## src/core_ops_pkg.sv

```systemverilog
// Constants, field layouts and carrier types for the instruction group core
package core_ops_pkg;

  // ----------------------------------------------------------------
  // Widths
  // ----------------------------------------------------------------
  localparam int unsigned DATA_W = 8;
  localparam int unsigned FILE_ADDR_W = 5;
  localparam int unsigned FILE_DEPTH = 32;
  localparam int unsigned PC_W = 11;
  localparam int unsigned INSTR_W = 12;
  localparam int unsigned BRANCH_K_W = 9;
  localparam int unsigned AXI_ADDR_W = 8;
  localparam int unsigned AXI_DATA_W = 32;

  // ----------------------------------------------------------------
  // Instruction encodings and fields
  // ----------------------------------------------------------------
  localparam logic [11:0] CLR_ACC_WORD = 12'h040;
  localparam logic [11:0] CLR_WDT_WORD = 12'h004;
  localparam logic [5:0] COMP_PREFIX = 6'h09;
  localparam logic [5:0] DEC_PREFIX = 6'h03;
  localparam logic [5:0] DEC_SKIP_PREFIX = 6'h0b;
  localparam logic [2:0] BRANCH_PREFIX = 3'h5;
  localparam int unsigned DEST_BIT = 5;

  // ----------------------------------------------------------------
  // Status register layout
  // ----------------------------------------------------------------
  localparam int unsigned PAGE_HI = 6;
  localparam int unsigned PAGE_LO = 5;
  localparam int unsigned TIMEOUT_BIT = 4;
  localparam int unsigned POWERDOWN_BIT = 3;
  localparam int unsigned ZERO_BIT = 2;
  localparam logic [7:0] STATUS_RESET = 8'h18;
  localparam logic [7:0] STATUS_WR_MASK = 8'h64;

  // ----------------------------------------------------------------
  // Reset and clear values
  // ----------------------------------------------------------------
  localparam logic [7:0] ACC_RESET = 8'h00;
  localparam logic [7:0] WDT_CLEAR_VALUE = 8'h00;
  localparam logic [7:0] PRESCALER_CLEAR_VALUE = 8'h00;
  localparam logic [7:0] PRESCALER_WRAP = 8'hff;
  localparam logic [10:0] PC_RESET = 11'h000;

  // ----------------------------------------------------------------
  // Register map (byte addresses)
  // ----------------------------------------------------------------
  localparam logic [7:0] CTRL_OFS = 8'h00;
  localparam logic [7:0] ACC_OFS = 8'h04;
  localparam logic [7:0] STATUS_OFS = 8'h08;
  localparam logic [7:0] WDT_OFS = 8'h0c;
  localparam logic [7:0] PC_OFS = 8'h10;
  localparam int unsigned FILE_SEL_BIT = 7;
  localparam int unsigned CTRL_RUN_BIT = 0;
  localparam logic [1:0] RESP_OKAY = 2'b00;
  localparam logic [1:0] RESP_SLVERR = 2'b10;

  // ----------------------------------------------------------------
  // Carrier types
  // ----------------------------------------------------------------
  typedef struct packed {
    logic [PC_W-1:0] addr;
    logic enable;
  } fetch_t;

  typedef struct packed {
    logic clear;
    logic prescaler_clear;
    logic [DATA_W-1:0] counter;
  } watchdog_t;

endpackage : core_ops_pkg

```

## src/core_ops.sv

```systemverilog
// Decode and execute core for the clear, complement, decrement and branch group
// ------------------------------------------------------------------
// Functional notes
// [RULE1] The clear-accumulator word loads zero into the accumulator and sets zero, in one cycle.
// [RULE2] Clearing the watchdog zeroes its counter and sets the timeout and powerdown flags to one.
// [RULE3] Clearing the watchdog clears the prescaler only while it is assigned to the watchdog.
// [RULE4] The complement op writes the inverted file register to the destination and updates zero.
// [RULE5] Destination bit 0 sends the result to the accumulator, 1 back to the file register.
// [RULE6] The decrement op writes file minus one to the destination and updates zero in one cycle.
// [RULE7] The decrement-skip op writes file minus one to the destination and leaves status alone.
// [RULE8] A zero decrement-skip result discards the prefetched word so the op takes two cycles.
// [RULE9] The branch loads its nine-bit immediate into program counter bits 8 to 0.
// [RULE10] The branch takes program counter bits 10 and 9 from status page bits 6 and 5.
// [RULE11] The branch always takes two cycles, the prefetched word being flushed.
// [RULE12] An updated zero flag is set for an all-zero eight-bit result and cleared otherwise.
// ------------------------------------------------------------------
`timescale 1ns/1ps
`default_nettype none

module core_ops #(
  parameter int unsigned FILE_REGS = core_ops_pkg::FILE_DEPTH // Number of file registers
) (
  input wire logic aclk, // 40 MHz clock
  input wire logic aresetn, // Synchronous reset
  input wire logic [core_ops_pkg::INSTR_W-1:0] instr_word, // Prefetched word
  input wire logic watchdog_tick, // Watchdog clock tick
  input wire logic prescaler_to_watchdog, // Prescaler assignment
  output var core_ops_pkg::fetch_t fetch_q, // Fetch address and enable
  output var core_ops_pkg::watchdog_t watchdog_q, // Watchdog state
  input wire logic [core_ops_pkg::AXI_ADDR_W-1:0] awaddr, // Write address
  input wire logic [2:0] awprot, // Unused
  input wire logic awvalid, // Write address valid
  output logic awready, // Write address ready
  input wire logic [core_ops_pkg::AXI_DATA_W-1:0] wdata, // Write data
  input wire logic [3:0] wstrb, // Byte strobes
  input wire logic wvalid, // Write data valid
  output logic wready, // Write data ready
  output logic [1:0] bresp, // Write response
  output logic bvalid, // Write response valid
  input wire logic bready, // Write response ready
  input wire logic [core_ops_pkg::AXI_ADDR_W-1:0] araddr, // Read address
  input wire logic [2:0] arprot, // Unused
  input wire logic arvalid, // Read address valid
  output logic arready, // Read address ready
  output logic [core_ops_pkg::AXI_DATA_W-1:0] rdata, // Read data
  output logic [1:0] rresp, // Read response
  output logic rvalid, // Read data valid
  input wire logic rready // Read data ready
);
  import core_ops_pkg::*;

  // ----------------------------------------------------------------
  // Helpers
  // ----------------------------------------------------------------
  function automatic logic is_zero(input logic [DATA_W-1:0] v);
    is_zero = (v == '0);
  endfunction : is_zero

  function automatic logic addr_mapped(input logic [AXI_ADDR_W-1:0] a);
    addr_mapped = (a == CTRL_OFS) || (a == ACC_OFS) || (a == STATUS_OFS) ||
                  (a == WDT_OFS) || (a == PC_OFS) ||
                  (a[FILE_SEL_BIT] && (a[1:0] == 2'b00) &&
                   (32'(a[6:2]) < FILE_REGS));
  endfunction : addr_mapped

  // ----------------------------------------------------------------
  // State
  // ----------------------------------------------------------------
  logic [DATA_W-1:0] file_q [FILE_REGS];
  logic [DATA_W-1:0] acc_q;
  logic [DATA_W-1:0] status_q;
  logic [DATA_W-1:0] status_d;
  logic [DATA_W-1:0] presc_q;
  logic [DATA_W-1:0] presc_d;
  logic [DATA_W-1:0] wdt_d;
  logic flush_q;
  logic [PC_W-1:0] pc_d;
  logic aw_held_q;
  logic w_held_q;
  logic [AXI_ADDR_W-1:0] wr_addr_q;
  logic [DATA_W-1:0] wr_data_q;
  logic wr_strb0_q;
  logic bvalid_q;
  logic [1:0] bresp_q;
  logic arready_q;
  logic rvalid_q;
  logic [AXI_DATA_W-1:0] rdata_q;
  logic [1:0] rresp_q;
  logic [AXI_DATA_W-1:0] rd_mux;
  logic rd_err;

  // ----------------------------------------------------------------
  // Decode
  // ----------------------------------------------------------------
  wire logic exec = fetch_q.enable & ~flush_q;
  wire logic op_clr_acc = (instr_word == CLR_ACC_WORD);
  wire logic op_clr_wdt = (instr_word == CLR_WDT_WORD);
  wire logic op_comp = (instr_word[11:6] == COMP_PREFIX);
  wire logic op_dec = (instr_word[11:6] == DEC_PREFIX);
  wire logic op_dskip = (instr_word[11:6] == DEC_SKIP_PREFIX);
  wire logic op_branch = (instr_word[11:9] == BRANCH_PREFIX);
  wire logic reg_op = op_comp | op_dec | op_dskip;
  wire logic to_file = instr_word[DEST_BIT];
  wire logic [FILE_ADDR_W-1:0] f_addr = instr_word[FILE_ADDR_W-1:0];
  wire logic [DATA_W-1:0] file_rd = file_q[f_addr];
  wire logic [DATA_W-1:0] alu_res = op_comp ? ~file_rd : file_rd - 8'h01; // RULE4 RULE6 RULE7
  wire logic res_zero = is_zero(alu_res);
  wire logic core_clr_acc = exec & op_clr_acc;
  wire logic core_clr_wdt = exec & op_clr_wdt;
  wire logic core_acc_wr = exec & reg_op & ~to_file; // RULE5
  wire logic core_file_wr = exec & reg_op & to_file; // RULE5
  wire logic core_branch = exec & op_branch;
  wire logic skip_next = exec & op_dskip & res_zero; // RULE8
  wire logic wr_fire = aw_held_q & w_held_q & ~bvalid_q;
  wire logic wr_ok = wr_fire & wr_strb0_q & addr_mapped(wr_addr_q);
  wire logic wr_ctrl = wr_ok & (wr_addr_q == CTRL_OFS);
  wire logic wr_acc = wr_ok & (wr_addr_q == ACC_OFS);
  wire logic wr_status = wr_ok & (wr_addr_q == STATUS_OFS);
  wire logic wr_file = wr_ok & wr_addr_q[FILE_SEL_BIT];
  wire logic [FILE_ADDR_W-1:0] wr_file_idx = wr_addr_q[6:2];
  wire logic aw_take = awvalid & awready;
  wire logic w_take = wvalid & wready;
  wire logic ar_take = arvalid & arready_q;
  wire logic [FILE_ADDR_W-1:0] rd_file_idx = araddr[6:2];

  // ----------------------------------------------------------------
  // Program counter and flush
  // ----------------------------------------------------------------
  always_comb begin
    if (core_branch) begin
      pc_d = {status_q[PAGE_HI:PAGE_LO], instr_word[BRANCH_K_W-1:0]}; // RULE9 RULE10
    end else if (fetch_q.enable) begin
      pc_d = fetch_q.addr + 11'h001;
    end else begin
      pc_d = fetch_q.addr;
    end
  end

  // Reset flushes the first word, which memory has not yet fetched
  always_ff @(posedge aclk) begin
    if (!aresetn) begin
      fetch_q <= '{addr: PC_RESET, enable: 1'b0};
      flush_q <= 1'b1;
    end else begin
      fetch_q.addr <= pc_d;
      if (wr_ctrl) begin
        fetch_q.enable <= wr_data_q[CTRL_RUN_BIT];
      end
      if (fetch_q.enable) begin
        flush_q <= core_branch | skip_next; // RULE8 RULE11
      end
    end
  end

  // ----------------------------------------------------------------
  // Accumulator and file registers; core writes win over the bus
  // ----------------------------------------------------------------
  always_ff @(posedge aclk) begin
    if (!aresetn) begin
      acc_q <= ACC_RESET;
    end else if (core_clr_acc) begin
      acc_q <= ACC_RESET; // RULE1
    end else if (core_acc_wr) begin
      acc_q <= alu_res; // RULE5
    end else if (wr_acc) begin
      acc_q <= wr_data_q;
    end
  end

  always_ff @(posedge aclk) begin
    if (!aresetn) begin
      for (int i = 0; i < FILE_REGS; i++) begin
        file_q[i] <= '0;
      end
    end else if (core_file_wr) begin
      file_q[f_addr] <= alu_res; // RULE5
    end else if (wr_file) begin
      file_q[wr_file_idx] <= wr_data_q;
    end
  end

  // ----------------------------------------------------------------
  // Status flags
  // ----------------------------------------------------------------
  always_comb begin
    status_d = status_q;
    if (wr_status) begin
      status_d = (status_q & ~STATUS_WR_MASK) | (wr_data_q & STATUS_WR_MASK);
    end
    if (core_clr_acc) begin
      status_d[ZERO_BIT] = 1'b1; // RULE1
    end
    if (exec & (op_comp | op_dec)) begin
      status_d[ZERO_BIT] = res_zero; // RULE4 RULE6 RULE12
    end
    if (core_clr_wdt) begin
      status_d[TIMEOUT_BIT] = 1'b1; // RULE2
      status_d[POWERDOWN_BIT] = 1'b1; // RULE2
    end
  end

  always_ff @(posedge aclk) begin
    if (!aresetn) begin
      status_q <= STATUS_RESET;
    end else begin
      status_q <= status_d;
    end
  end

  // ----------------------------------------------------------------
  // Watchdog counter and prescaler; a clear beats a coincident tick
  // ----------------------------------------------------------------
  wire logic presc_wrap = prescaler_to_watchdog & (presc_q == PRESCALER_WRAP);
  wire logic wdt_step = watchdog_tick & (~prescaler_to_watchdog | presc_wrap);

  always_comb begin
    presc_d = presc_q;
    wdt_d = watchdog_q.counter;
    if (watchdog_tick & prescaler_to_watchdog) begin
      presc_d = presc_q + 8'h01;
    end
    if (wdt_step) begin
      wdt_d = watchdog_q.counter + 8'h01;
    end
    if (core_clr_wdt) begin
      wdt_d = WDT_CLEAR_VALUE; // RULE2
      if (prescaler_to_watchdog) begin
        presc_d = PRESCALER_CLEAR_VALUE; // RULE3
      end
    end
  end

  always_ff @(posedge aclk) begin
    if (!aresetn) begin
      presc_q <= PRESCALER_CLEAR_VALUE;
      watchdog_q <= '{clear: 1'b0, prescaler_clear: 1'b0, counter: WDT_CLEAR_VALUE};
    end else begin
      presc_q <= presc_d;
      watchdog_q.counter <= wdt_d;
      watchdog_q.clear <= core_clr_wdt;
      watchdog_q.prescaler_clear <= core_clr_wdt & prescaler_to_watchdog; // RULE3
    end
  end

  // ----------------------------------------------------------------
  // Register bus: write side
  // ----------------------------------------------------------------
  assign awready = ~aw_held_q & ~bvalid_q;
  assign wready = ~w_held_q & ~bvalid_q;
  assign bvalid = bvalid_q;
  assign bresp = bresp_q;

  always_ff @(posedge aclk) begin
    if (!aresetn) begin
      aw_held_q <= 1'b0;
      w_held_q <= 1'b0;
      wr_addr_q <= '0;
      wr_data_q <= '0;
      wr_strb0_q <= 1'b0;
      bvalid_q <= 1'b0;
      bresp_q <= RESP_OKAY;
    end else begin
      if (aw_take) begin
        aw_held_q <= 1'b1;
        wr_addr_q <= awaddr;
      end
      if (w_take) begin
        w_held_q <= 1'b1;
        wr_data_q <= wdata[DATA_W-1:0];
        wr_strb0_q <= wstrb[0];
      end
      if (wr_fire) begin
        aw_held_q <= 1'b0;
        w_held_q <= 1'b0;
        bvalid_q <= 1'b1;
        bresp_q <= addr_mapped(wr_addr_q) ? RESP_OKAY : RESP_SLVERR;
      end else if (bvalid_q & bready) begin
        bvalid_q <= 1'b0;
      end
    end
  end

  // ----------------------------------------------------------------
  // Register bus: read side
  // ----------------------------------------------------------------
  always_comb begin
    rd_mux = '0;
    rd_err = 1'b0;
    if (!addr_mapped(araddr)) begin
      rd_err = 1'b1;
    end else if (araddr == CTRL_OFS) begin
      rd_mux[CTRL_RUN_BIT] = fetch_q.enable;
    end else if (araddr == ACC_OFS) begin
      rd_mux[DATA_W-1:0] = acc_q;
    end else if (araddr == STATUS_OFS) begin
      rd_mux[DATA_W-1:0] = status_q;
    end else if (araddr == WDT_OFS) begin
      rd_mux[2*DATA_W-1:0] = {presc_q, watchdog_q.counter};
    end else if (araddr == PC_OFS) begin
      rd_mux[PC_W-1:0] = fetch_q.addr;
    end else begin
      rd_mux[DATA_W-1:0] = file_q[rd_file_idx];
    end
  end

  assign arready = arready_q;
  assign rvalid = rvalid_q;
  assign rdata = rdata_q;
  assign rresp = rresp_q;

  always_ff @(posedge aclk) begin
    if (!aresetn) begin
      arready_q <= 1'b1;
      rvalid_q <= 1'b0;
      rdata_q <= '0;
      rresp_q <= RESP_OKAY;
    end else if (ar_take) begin
      arready_q <= 1'b0;
      rvalid_q <= 1'b1;
      rdata_q <= rd_mux;
      rresp_q <= rd_err ? RESP_SLVERR : RESP_OKAY;
    end else if (rvalid_q & rready) begin
      rvalid_q <= 1'b0;
      arready_q <= 1'b1;
    end
  end
endmodule : core_ops

`default_nettype wire

```

## config.mk

```make
export PLATFORM = sky130hd
export DESIGN_NAME = core_ops
export DESIGN_NICKNAME = d
export VERILOG_FILES = /design/src/core_ops_pkg.sv /design/src/core_ops.sv
export SDC_FILE = /design/constraint.sdc
export NUM_CORES = 1
export LEC_CHECK = 0
export ABC_AREA = 1
export BUFFER_PORTS_ARGS = -buffer_cell sky130_fd_sc_hd__buf_4
export CORE_AREA = 5 5 170 335
export CTS_CLUSTER_DIAMETER = 30
export DETAILED_ROUTE_END_ITERATION = 12
export DIE_AREA = 0 0 175 340
export GPL_TIMING_DRIVEN = 0
export PLACE_DENSITY_LB_ADDON = 0.2
export SYNTH_ARGS = -nofsm -noshare
export SYNTH_HDL_FRONTEND = slang
export SYNTH_SLANG_ARGS = --single-unit
export TNS_END_PERCENT = 30
```

## constraint.sdc

```tcl
create_clock -name aclk -period 3.5 [get_ports aclk]
set_input_delay 0.175 -clock aclk [delete_from_list [all_inputs] [get_ports aclk]]
set_output_delay 0.175 -clock aclk [all_outputs]
set_load 0.05 [all_outputs]
```

==> results.txt, run 1 <==
The minimum clock period came out at 3.51 ns. The final reports fail on max-capacitance violations, max-slew violations, negative setup slack. The power per unit of standard cell area is 533 nW/um^2.

The number of warnings reported in the yosys synthesis log is 0. Measured along the x axis, the die boundary spans 175 um. In this run the number of H-tree levels came out at 2. The highest ir drop seen on vdd is 421 uV. The average instance in the mapped netlist occupies 7.96 um^2. The via count normalized by instance count came out at 5.71. In this run the core area contains 121 standard-cell rows. The number of clock buffers added by TritonCTS is 58. The placed wire-length estimate is 76100 um.

By count the netlist is led by sky130_fd_sc_hd__nand2_1 (511), sky130_fd_sc_hd__nor2_1 (424), sky130_fd_sc_hd__edfxtp_1 (256). The wire length of the first global-routing pass is 139000 um. The worst setup path is launched from an input port.

The run finished, with violations left. After global routing the overflow that remains totals 0. The max-capacitance violation count is 1. During placement, the flow inserted port buffers numbering 86.

The number of synthesized register bits came out at 338. The critical path data arrival time came out at 3.86 ns. The initial core utilization is 34.4%.

The cell count after placement came out at 3120. Setup slack on the critical path of the routed design comes to -0.0146 ns. The die is 340 um tall. Among all cell types in the netlist, the one instantiated most often is sky130_fd_sc_hd__nand2_1. The number of distinct library cell variants in the gate-level netlist after synthesis came out at 49. The final max-slew violation count came to 11. The final routed wirelength across all metal layers came out at 102000 um.

The post-detailed-route DRC marker count is 0. Synthesis handed over a netlist of 2341 instances. STA classifies the critical path endpoint as a register. Power comes to 12.2 mW. The average wire per cell in the routed design came out at 31.3 um. The maximum clock skew at final layout came out at 0.0317 ns.

The last weighted congestion value of the routability-driven placer came out at 1.04. The count of final hold-check violations came out at 0. The share of Yosys cell area claimed by the top area cell type is 41.3%.

The number of nets still failing antenna checks after routing is 0. The count of non-filler cells in the finished layout came out at 3270. The overall routing resource usage came out at 33.6%. Yosys mapped a number of flops with a built-in enable equal to 256. The floorplan step defined a die boundary enclosing 59500 um^2. The initial antenna violation count came out at 2. CTS placed an instance of sky130_fd_sc_hd__clkbuf_16 at the clock tree root.

Sorting the synthesized cells by area gives the leading types as sky130_fd_sc_hd__edfxtp_1 (41%), sky130_fd_sc_hd__nand2_1 (10%), sky130_fd_sc_hd__dfxtp_1 (8.8%), sky130_fd_sc_hd__nor2_1 (8.5%), sky130_fd_sc_hd__inv_1 (4.8%). The proportion of synthesized flip-flops having asynchronous set or reset came out at 0%. The number of nets in the final layout is 2625. The source-to-sink clock delay at the later pin of the worst-skew pair is 0.64 ns. For the pin with the worst max-slew slack, the measured transition is 1.52 ns. The number of global-route vias before repair came out at 18900. The largest fanout of any net on the critical path came out at 10. The I/O pin count came out at 142. The part of the Yosys area used for sequential elements is 50.1%. The area overhead of the layout relative to synthesis is 22.9%. Of all cell types, the one taking the most synthesized area is sky130_fd_sc_hd__edfxtp_1. The count of final setup violators is 1. Clock-pin slew was measured on the worst setup and hold paths at 0.06 ns.

The fraction of layout instances using a drive strength above 1 came out at 15.2%. Static timing analysis puts the maximum clock frequency at 0.285 GHz. The first TritonRoute pass finished after 9 iterations. The worst slew slack as a fraction of its limit is -1.58%. The vias after detailed routing is 18700. The setup total negative slack is -0.0146 ns. The pin count of the biggest net entering global routing is 16. Setup repair after global routing could not meet its margin everywhere. The tightest min-delay check is of the in -> reg type. The leakage component of the power is 9.74 nW. At the worst endpoint, the required time is 3.85 ns. The violation count after the first detailed-routing iteration is 1928. The standard cell core area is 54200 um^2.

The setup path with the least slack is of type in -> reg. The cell area after technology mapping came out at 18600 um^2. The maximum root-to-sink buffer count came out at 3. In the synthesized netlist the dominant register cell turns out to be sky130_fd_sc_hd__edfxtp_1. TritonCTS built the clock tree. Clock tree synthesis found a total of 338 sinks. The period utilization came out at 100%.
[final timing paths]
kind	end	slack (ns)	cells after the start	from
setup / recovery	file_q[20][1]$_SDFFCE_PN0P_	-0.01	12	instr_word[1]
hold / removal	aw_held_q$_SDFFE_PP0P_	0.02	5	awvalid
setup reg to reg	file_q[28][6]$_SDFFCE_PN0P_	0.07	15	fetch_q[0]$_SDFFE_PN0P_
hold reg to reg	rdata[9]$_SDFFE_PN0P_	0.47	2	rdata[9]$_SDFFE_PN0P_
[stage by stage]
stage	hold slack, ns	setup slack (ns)	area [um^2]	utilization, %
after floorplan	0.334	0.494	18700	-
after global placement	0.441	-1.33	20200	37.2
after detailed placement	0.444	-1.39	20200	37.2
after CTS	0.00372	-0.0575	22700	41.9
after global routing	0.0338	-0.0670	22900	42.2
final	0.0167	-0.0146	22900	42.3
[layer usage]
metal	vias to the layer above	GRT usage, %	wire length (um)
met4	0	34.5	13200
met5	-	0	0
met2	1100	59.6	51100
li1	8233	-	-
met3	471	5.81	6670
met1	8855	30.9	31200
[cells by family (layout without fill, tap and decap cells)]
family,count (synthesis),after routing,synth area share [%]
other,1,20,0.0201
flip-flops,338,338,50.1
AND/OR/NAND/NOR,1178,1178,27.2
adder cells (fa/ha/maj),4,4,0.269
AO/OA/AOI/OAI,419,419,13.6
buffers and inverters,396,630,8.62
XOR/XNOR,5,5,0.235
[critical path, stage by stage]
cell and delay, ns:
sky130_fd_sc_hd__buf_2 0.23, sky130_fd_sc_hd__buf_1 0.87, sky130_fd_sc_hd__o211ai_1 0.20, sky130_fd_sc_hd__nand3_1 0.31
sky130_fd_sc_hd__nand3_1 0.19, sky130_fd_sc_hd__nand2_1 0.14, sky130_fd_sc_hd__nand2_1 0.17, sky130_fd_sc_hd__ha_1 0.32
sky130_fd_sc_hd__o21ai_0 0.23, sky130_fd_sc_hd__o21ai_4 0.43, sky130_fd_sc_hd__clkbuf_2 0.45, sky130_fd_sc_hd__nor2_1 0.11
[registers in the layout, indices dropped and copies added, names as in the netlist]
| register | count |
|---|---|
| w_held_q | 1 |
| wr_strb0_q | 1 |
| wr_addr_q | 8 |
| acc_q | 8 |
| watchdog_q | 10 |
| bresp | 1 |
| file_q | 256 |
| rdata | 16 |
| fetch_q | 12 |
| wr_data_q | 8 |
| bvalid | 1 |
| rresp | 1 |
| presc_q | 8 |
| status_q | 3 |
| flush_q | 1 |
| rvalid | 1 |
| arready | 1 |
| aw_held_q | 1 |
[cells in the final DEF, fill, tap and decap left out, types with 5 or more instances in the layout]
cell type                       count
sky130_fd_sc_hd__inv_8              9
sky130_fd_sc_hd__dfxtp_1           82
sky130_fd_sc_hd__o21ai_2           10
sky130_fd_sc_hd__edfxtp_1         256
sky130_fd_sc_hd__conb_1            18
sky130_fd_sc_hd__o211ai_1          42
sky130_fd_sc_hd__clkinv_4           7
sky130_fd_sc_hd__nor2_1           422
sky130_fd_sc_hd__inv_1            240
sky130_fd_sc_hd__clkbuf_1          55
sky130_fd_sc_hd__o21ai_0          125
sky130_fd_sc_hd__o22ai_1           35
sky130_fd_sc_hd__clkbuf_2          17
sky130_fd_sc_hd__nor3_1             8
sky130_fd_sc_hd__clkinvlp_4         5
sky130_fd_sc_hd__buf_1             14
sky130_fd_sc_hd__nand3_1          153
sky130_fd_sc_hd__a22oi_1           27
sky130_fd_sc_hd__nor2_4            11
sky130_fd_sc_hd__inv_6             15
sky130_fd_sc_hd__a221oi_1           5
sky130_fd_sc_hd__dlygate4sd3_1     24
sky130_fd_sc_hd__o2111ai_1         29
sky130_fd_sc_hd__nand2_2           34
sky130_fd_sc_hd__buf_4            116
sky130_fd_sc_hd__clkbuf_16         58
sky130_fd_sc_hd__nand2_4           31
sky130_fd_sc_hd__inv_2              8
sky130_fd_sc_hd__buf_12             7
sky130_fd_sc_hd__buf_2             29
sky130_fd_sc_hd__a21oi_1          123
sky130_fd_sc_hd__nand2_1          479
sky130_fd_sc_hd__nand4_1           19
[where the power goes]
part           internal (mW)  leakage [nW]  switching [mW]
clock network           3.47         0.970            2.40
logic                  0.394          5.46            1.43
registers               4.43          3.31          0.0880
total                   8.30          9.74            3.91
[final cells by class]
cell class,count,area [um^2]
repair buffers,124,1080
flip-flops and latches,338,9330
inverters,249,935
multi-input cells,1624,7950
plain buffers,147,763
fillers,5525,31300
clock inverters,49,519
clock buffers,61,1470
diodes,2,5.00
well taps,676,846
[what timing repair did]
item,4_1_cts,5_1_grt
endpoints found under the setup margin,496,421
hold endpoints to repair,30,0
gates cloned,0,0
hold buffers,24,0
resized for setup,54,47
pin swaps,6,2
setup buffers,8,6
Power figures use the tool's default switching activity.
==> run 2: changes to the inputs <==
--- a/config.mk
+++ b/config.mk
@@ -6,10 +6,10 @@
 export NUM_CORES = 1
 export LEC_CHECK = 0
-export ABC_AREA = 1
+export ABC_AREA = 0
 export BUFFER_PORTS_ARGS = -buffer_cell sky130_fd_sc_hd__buf_4
-export CORE_AREA = 5 5 170 335
+export CORE_AREA = 2 2 163 325
 export CTS_CLUSTER_DIAMETER = 30
 export DETAILED_ROUTE_END_ITERATION = 12
-export DIE_AREA = 0 0 175 340
+export DIE_AREA = 0 0 165 327
 export GPL_TIMING_DRIVEN = 0
 export PLACE_DENSITY_LB_ADDON = 0.2
==> constraint.sdc (replaced) <==
create_clock -name aclk -period 3.5 [get_ports aclk]
set_input_delay 0 -clock aclk [delete_from_list [all_inputs] [get_ports aclk]]
set_output_delay 0 -clock aclk [all_outputs]
set_load 0.05 [all_outputs]
==> results.txt, run 2 <==
The leakage component of the power came out at 7.95 nW (-18%). For this run, the leading register cell type out of synthesis is sky130_fd_sc_hd__edfxtp_1. The part of the Yosys area used for sequential elements is 52.1% (+2.0 points). The pin count of the biggest net entering global routing came to 15 (-1). The met3 track demand over resource came out at 4.06% (-1.7 points). The area of all sequential standard cells came out at 9330 um^2 (unchanged).

The instance area after placement came to 19400 um^2 (-3.7%). The fraction of layout instances using a drive strength above 1 is 30.2% (+15 points). The violation count after the first detailed-routing iteration is 1373 (-29%).

The number of nets in the final layout came out at 1763 (-33%). The worst slew slack as a fraction of its limit was 10.0% (+12 points). The floorplan die area came out at 54000 um^2 (-9.3%). The initial antenna violation count is 1 (-1).

The proportion of synthesized flip-flops having asynchronous set or reset is 0% (unchanged). The min-delay analysis places its worst path in the category in -> reg. The largest fanout of any net on the critical path was 3 (-7). The total power consumption of the routed design is 10.8 mW (-12%). The minimum clock period was 3.58 ns (+0.0693 ns).

The synthesized design spends more area on one cell type than any other, namely sky130_fd_sc_hd__edfxtp_1. The last weighted congestion value of the routability-driven placer came out at 1.01 (-3.0%). The maximum operating frequency came out at 0.279 GHz (-1.9%). The critical path required time is 4.03 ns (+0.18 ns). The final cell utilization of the core came out at 42.4% (+0.16 points). The total iterations of the first detailed-routing run is 9 (unchanged). The number of global-route vias before repair was 14000 (-26%). The via count normalized by instance count is 5.75 (+0.72%). The final routed wirelength across all metal layers was 72400 um (-29%). The endpoint with the worst hold slack is rdata[0]$_SDFFE_PN0P_. The critical path data arrival time is 4.11 ns (+0.25 ns). The die span in y is 327 um (-3.8%). The period utilization is 102% (+2.0 points). The count of final hold-check violations came out at 0 (unchanged). The number of synthesized register bits was 338 (unchanged). The area of combinational cells with multiple inputs came to 8320 um^2 (+4.6%). The initial core utilization came out at 34.7% (+0.37 points).

The cell count after placement is 2245 (-28%). The post-route worst hold slack is 0.0401 ns (+0.0235 ns). The worst setup path is captured at a register. The average wire per cell in the routed design is 30.5 um (-2.6%). The post-synthesis cell count is 1484 (-37%). The vias after detailed routing came out at 13700 (-27%).

The highest-utilization routing layer at the global route stage is met2. The number of enable-type register cells in the synthesized netlist is 256 (unchanged). The nature of the critical path startpoint is a register. Sorting the synthesized cells by area gives the leading types as sky130_fd_sc_hd__edfxtp_1 (43%), sky130_fd_sc_hd__mux4_2 (15%), sky130_fd_sc_hd__dfxtp_1 (9.2%), sky130_fd_sc_hd__nor2_1 (6.2%), sky130_fd_sc_hd__nand2_1 (3.4%). More flip-flops sit in one register than any other, and that register is file_q.

The number of buffers created by CTS is 45 (-22%). The share of Yosys cell area claimed by the top area cell type was 42.9% (+1.7 points). The category of the critical setup timing path is reg -> reg.

The overall routing resource usage came out at 27.1% (-6.5 points). The minimum setup slack in the final design came out at -0.0839 ns (-0.0693 ns). The reg-to-reg setup timing slack came to -0.08 ns (-0.15 ns). The path depth of the worst reg2reg path is 12 (-3). The number of levels the H-tree was split into is 2 (unchanged).

The number of diodes added for antenna fixing was 0 (-2). The setup total negative slack is -0.414 ns (-0.399 ns). The placed wire-length estimate came out at 57300 um (-25%). The wire length of the first global-routing pass came to 100000 um (-28%).

The power per unit of standard cell area came out at 494 nW/um^2 (-7.4%). The number of nets still failing antenna checks after routing is 0 (unchanged). The transition at the pin with the smallest max-transition slack came to 1.35 ns (-0.174 ns). The flip-flop count of the largest register after layout came out at 256 (unchanged).

The count of final setup violators is 31 (+30). The flow ran to the end, but the final reports show violations. The capturing point of the worst reg2reg path is status_q[2]$_SDFFE_PN0P_. Sorting the synthesized cells by how often they occur yields sky130_fd_sc_hd__nor2_1 (296), sky130_fd_sc_hd__edfxtp_1 (256), sky130_fd_sc_hd__nand2_1 (160). TritonCTS built the clock tree. The clock root buffer is sky130_fd_sc_hd__clkbuf_16. The cell area after technology mapping was 17900 um^2 (-3.9%). The number of warnings reported in the yosys synthesis log came to 0 (unchanged). The row count is 118 (-2.5%). The highest ir drop seen on vdd is 464 uV (+10%). The pre-CTS setup slack came out at -1.58 ns (-0.190 ns).

The final reports fail on negative setup slack. Setup repair after global routing could not meet its margin everywhere. The post-route standard cell area excluding fillers is 21900 um^2 (-4.6%). The total grt overflow is 0 (unchanged). The post-detailed-route DRC marker count is 0 (unchanged).

The maximum root-to-sink buffer count came out at 3 (unchanged). The area overhead of the layout relative to synthesis is 22.1%. The TritonCTS sink count came out at 338 (unchanged). The source-to-sink clock delay at the later pin of the worst-skew pair came out at 0.59 ns (-0.05 ns).

The final max-slew violation count is 0 (-11). sky130_fd_sc_hd__nor2_1 is the most common cell in the netlist. The depth of the worst hold-timing path was 6 (+1). The worst hold path begins at araddr[7]. The number of fill cells in the layout came out at 4855 (-12%). The max-capacitance violation count came out at 0 (-1). The library cell used most frequently in the layout, excluding fill and tap cells, is sky130_fd_sc_hd__nor2_1. The number of buffer cells added on primary ports came out at 83 (-3.5%). The library cells used most frequently in the layout, excluding fill and tap cells, are sky130_fd_sc_hd__nor2_1 (285), sky130_fd_sc_hd__edfxtp_1 (256), sky130_fd_sc_hd__mux4_2 (122), sky130_fd_sc_hd__buf_4 (111), sky130_fd_sc_hd__nand2_1 (100).

The I/O pin count was 142 (unchanged). The standard cell core area came out at 51500 um^2 (-4.9%). The met1 usage is 23.7% (-7.2 points). The die width was 165 um (-5.7%). The met2 track demand over resource in global routing is 49.8% (-9.9 points).

The number of distinct library cell variants in the gate-level netlist after synthesis came out at 72 (+47%). The register clock-pin slew on the reported worst setup and hold paths came out at 0.06 ns (about the same). The average cell area after synthesis is 12.1 um^2 (+52%). The count of non-filler cells in the finished layout is 2376 (-27%). The maximum clock skew at final layout was 0.0245 ns (-0.00724 ns). In this run the critical register-to-register path is launched from file_q[10][1]$_SDFFCE_PN0P_.
run 2: cell types whose count changed in the layout (fill, tap and decap cells not counted), moves of 24 or more:
cell                        before  now
sky130_fd_sc_hd__nand2_4        31    6
sky130_fd_sc_hd__nor2_2          1   37
sky130_fd_sc_hd__nand2_1       479  100
sky130_fd_sc_hd__o211ai_1       42    9
sky130_fd_sc_hd__mux2i_1         0   31
sky130_fd_sc_hd__o2111ai_1      29    0
sky130_fd_sc_hd__a21oi_1       123   46
sky130_fd_sc_hd__mux4_2          0  122
sky130_fd_sc_hd__nor2_1        422  285
sky130_fd_sc_hd__o21ai_0       125   36
sky130_fd_sc_hd__inv_1         240   13
sky130_fd_sc_hd__nand3_1       153   25
sky130_fd_sc_hd__o22ai_1        35   11
run 2: area by class of cell:
class	instances	share of cell area [%]
Inverter	14	0.240
Sequential cell	338	42.7
Multi-Input combinational cell	1032	38.1
Clock buffer	49	5.32
Timing Repair Buffer	132	5.19
Tap cell	660	3.78
Buffer	117	3.16
Clock inverter	34	1.56
run 2: worst max-delay path, cell delays in order, from the launching register on:
cell and delay (ns):
sky130_fd_sc_hd__edfxtp_1 0.41, sky130_fd_sc_hd__mux4_1 0.51, sky130_fd_sc_hd__o22ai_1 0.28, sky130_fd_sc_hd__o221ai_1 0.22, sky130_fd_sc_hd__and2_1 0.26, sky130_fd_sc_hd__inv_1 0.07
sky130_fd_sc_hd__ha_1 0.20, sky130_fd_sc_hd__nor2_1 0.07, sky130_fd_sc_hd__xor2_1 0.20, sky130_fd_sc_hd__or4_1 0.52, sky130_fd_sc_hd__or3_1 0.35, sky130_fd_sc_hd__nor3_2 0.23
sky130_fd_sc_hd__o211a_1 0.19
run 2: cells by family (layout without fill, tap and decap cells):
group,after synthesis,after routing,share of synthesized area (%)
xor gates and xnor gates,13,13,0.636
other,1,18,0.0209
adders and majority gates,4,4,0.280
AOI/OAI and AO/OA,200,200,7.43
muxes,200,200,21.0
and+or+nand+nor,597,597,14.6
buffers and inverters,131,346,3.98
DFF,338,338,52.1
run 2: report_power, final:
group | switching, mW | internal (mW) | total (mW) | leakage [nW]
clock network | 2.00 | 2.64 | 4.65 | 0.731
logic | 1.09 | 0.540 | 1.63 | 3.91
registers | 0.0873 | 4.42 | 4.51 | 3.31
total | 3.18 | 7.61 | 10.8 | 7.95
run 2: what timing repair did:
item                                    CTS  global route
hold buffers                             41             0
pin swaps                                 1             2
endpoints found under the hold margin    39             0
gates resized for setup                  92            40
endpoints found under the setup margin  520           372
buffers inserted                          3             4
run 2: routing by layer:
layer,up-vias,part of all wire (%)
met5,-,0.026
met4,2,12
met3,256,5.1
met2,636,54
met1,6843,29
li1,5919,-
run 2: worst max path at each step:
stage | end | slack, ns | depth (start not counted) | start
global route | status_q[2]$_SDFFE_PN0P_ | -0.09 | 12 | file_q[31][1]$_SDFFCE_PN0P_
global placement | file_q[3][0]$_SDFFCE_PN0P_ | -1.54 | 8 | instr_word[1]
detailed placement | file_q[3][0]$_SDFFCE_PN0P_ | -1.58 | 8 | instr_word[1]
floorplan | file_q[12][0]$_SDFFCE_PN0P_ | 0.25 | 11 | fetch_q[0]$_SDFFE_PN0P_
finish | status_q[2]$_SDFFE_PN0P_ | -0.08 | 12 | file_q[10][1]$_SDFFCE_PN0P_
CTS | status_q[2]$_SDFFE_PN0P_ | -0.03 | 11 | file_q[3][0]$_SDFFCE_PN0P_
==> run 3: changes to the inputs <==
CELL_PAD_IN_SITES_DETAIL_PLACEMENT = 1   (was default)
CELL_PAD_IN_SITES_GLOBAL_PLACEMENT = 1   (was default)
MAX_ROUTING_LAYER = met4   (was default)
==> results.txt, run 3 (synthesized netlist as in run 2, its figures left out) <==
The flow ran to the end, but the final reports show violations. The checks that failed: negative setup slack. The placed wire-length estimate came to 59100 um (+3.0%). The area overhead of the layout relative to synthesis came out at 23.0%. The overall routing resource usage is 28.8% (+1.8 points). The pin count of the biggest net entering global routing is 16 (+1).

The vias after detailed routing is 13800 (+1.1%). The number of fill cells in the layout is 5464 (+13%). The most common cell after layout, fill and taps aside is sky130_fd_sc_hd__nor2_1. The number of buffers and inverters on the critical path came out at 3 (+2). The last weighted congestion value of the routability-driven placer came out at 1.03 (+1.4%). The I/O pin count is 142 (unchanged). The area of combinational cells with multiple inputs is 8300 um^2 (-0.26%). In this design, the largest share of critical-path delay is due to buffers and inverters. The wire length of the first global-routing pass is 105000 um (+4.6%). The die span in y is 327 um (unchanged). The minimum clock period is 3.52 ns (-0.0611 ns). The maximum root-to-sink buffer count is 3 (unchanged). The max-capacitance violation count is 0 (unchanged). The average wire per cell in the routed design is 31.4 um (+3.3%).

The period utilization came out at 101% (-1.7 points). The maximum clock skew at final layout came out at 0.0273 ns (+0.00282 ns). The min-delay analysis places its worst path in the category in -> reg. Leaving out fill and tap cells, the most frequent cells in the layout are sky130_fd_sc_hd__nor2_1 (287), sky130_fd_sc_hd__edfxtp_1 (256), sky130_fd_sc_hd__mux4_2 (125), sky130_fd_sc_hd__nand2_1 (110), sky130_fd_sc_hd__buf_4 (109). The minimum setup slack in the final design came out at -0.0228 ns (+0.0611 ns). The register clock-pin slew on the reported worst setup and hold paths came to 0.05 ns (about the same). The total power consumption of the routed design came out at 11.3 mW (+5.1%). The total grt overflow came to 0 (unchanged).

The count of non-filler cells in the finished layout was 2382 (+0.25%). The worst setup path is of the in -> reg kind. The fraction of layout instances using a drive strength above 1 came out at 30.3% (about the same). The violation count after the first detailed-routing iteration is 914 (-33%).

The largest fanout of any net on the critical path is 15 (+12). The transition at the pin with the smallest max-transition slack was 1.42 ns (+0.0695 ns). STA classifies the critical path endpoint as a register. The cell sitting at the root of the clock tree is a sky130_fd_sc_hd__clkbuf_16. The final routed wirelength across all metal layers came out at 74900 um (+3.5%). The critical path data arrival time came out at 3.99 ns (-0.12 ns). The floorplan die area was 54000 um^2 (unchanged). The leakage component of the power is 8.02 nW (+0.85%). The flip-flop count of the largest register after layout came out at 256 (unchanged). The count of final hold-check violations is 0 (unchanged). The standard cell core area is 51500 um^2 (unchanged). The number of nets still failing antenna checks after routing came out at 0 (unchanged). The final cell utilization of the core is 42.7% (+0.32 points).

The post-detailed-route DRC marker count was 0 (unchanged). The die width is 165 um (unchanged). The TritonCTS sink count came out at 338 (unchanged). TritonCTS built the clock tree. The nature of the critical path startpoint is an input port. The cell count after placement came to 2244 (-0.045%). Walking the worst path, the cells encountered are buf_4, clkbuf_1, clkbuf_1, mux4_2, mux4_2, mux2i_1, nor2_1, a21oi_1, o22ai_1, a22oi_1, nor2_1. The total iterations of the first detailed-routing run came out at 5 (-4).

The worst slew slack as a fraction of its limit came to 4.64% (-5.4 points). The number of buffers created by CTS came to 51 (+13%). More flip-flops sit in one register than any other, and that register is file_q.

The power per unit of standard cell area was 515 nW/um^2 (+4.3%). The row count came to 118 (unchanged). The area of all sequential standard cells was 9330 um^2 (unchanged). The delay of the slowest cell on the worst path is 0.86 ns (+0.34 ns). The final max-slew violation count was 0 (unchanged). The initial core utilization came out at 34.7% (unchanged). Among all stages on the critical path, the largest delay is contributed by sky130_fd_sc_hd__clkbuf_1. The number of levels the H-tree was split into is 2 (unchanged). The number of buffer cells added on primary ports is 83 (unchanged).

The maximum operating frequency is 0.284 GHz (+1.7%). The number of global-route vias before repair came out at 14500 (+4.2%). The count of final setup violators came to 9 (-71%). The source-to-sink clock delay at the later pin of the worst-skew pair is 0.60 ns (about the same). The initial antenna violation count is 1 (unchanged). The reg-to-reg setup timing slack is -0.02 ns (+0.06 ns).

The via count normalized by instance count came out at 5.80 (+0.87%). The critical path required time came out at 3.96 ns (-0.07 ns). The highest ir drop seen on vdd is 424 uV (-8.6%). The number of nets in the final layout was 1764 (+0.057%). Setup repair after global routing could not meet its margin everywhere.
-- run 3: layout make-up --
cell class | instances | area share [%]
diodes | 1 | 0.0114
plain buffers | 116 | 3.12
clock buffers | 54 | 6.04
clock inverters | 39 | 1.74
inverters | 14 | 0.239
multi-input cells | 1032 | 37.7
flip-flops and latches | 338 | 42.4
well taps | 660 | 3.75
repair buffers | 128 | 5.05
-- run 3: worst paths after layout --
| check | start | end | cells after the start |
|---|---|---|---|
| min | instr_word[10] | status_q[2]$_SDFFE_PN0P_ | 6 |
| max | araddr[3] | rdata[6]$_SDFFE_PN0P_ | 11 |
| min reg2reg | rdata[11]$_SDFFE_PN0P_ | rdata[11]$_SDFFE_PN0P_ | 2 |
| max reg2reg | file_q[10][4]$_SDFFCE_PN0P_ | file_q[2][7]$_SDFFCE_PN0P_ | 10 |
-- run 3: per-stage QoR --
stage,TNS (ns),hold slack [ns],setup slack [ns],cell area (um^2)
2_1_floorplan,0,0.136,0.250,18000
3_3_place_gp,-572.10,0.264,-1.67,19400
3_5_place_dp,-578.50,0.268,-1.56,19400
4_1_cts,-0.0439,0.0882,-0.0439,21900
5_1_grt,-10.52,0.156,-0.171,22000
6_report,-0.0702,0.120,-0.0228,22000
-- run 3: report_power, final --
part           switching [mW]  internal, mW  leakage [nW]
clock                    2.07          3.10         0.835
sequential             0.0897          4.43          3.31
combinational            1.12         0.548          3.87
total                    3.27          8.07          8.02
-- run 3: what timing repair did --
action,CTS,global route
gates resized for setup,90,39
setup buffers,4,1
pin swaps,2,0
endpoints found under the hold margin,48,0
endpoints found under the setup margin,522,366
hold buffers,40,0
-- run 3: worst min-delay path, cell delays in order --
cell and delay, ns:
sky130_fd_sc_hd__buf_4 0.09, sky130_fd_sc_hd__nor3_1 0.09, sky130_fd_sc_hd__nand3_1 0.14, sky130_fd_sc_hd__or3b_2 0.14, sky130_fd_sc_hd__nand3_1 0.06, sky130_fd_sc_hd__o211a_1 0.12
-- run 3: metal layers --
metal  track usage (%)  part of all wire [%]  vias to the layer above
met3              3.80                   4.9                      270
met5                 -                     0                        -
met4              23.0                    11                        0
li1                  -                     -                     5914
met1              26.0                    31                     7011
met2              52.6                    54                      615
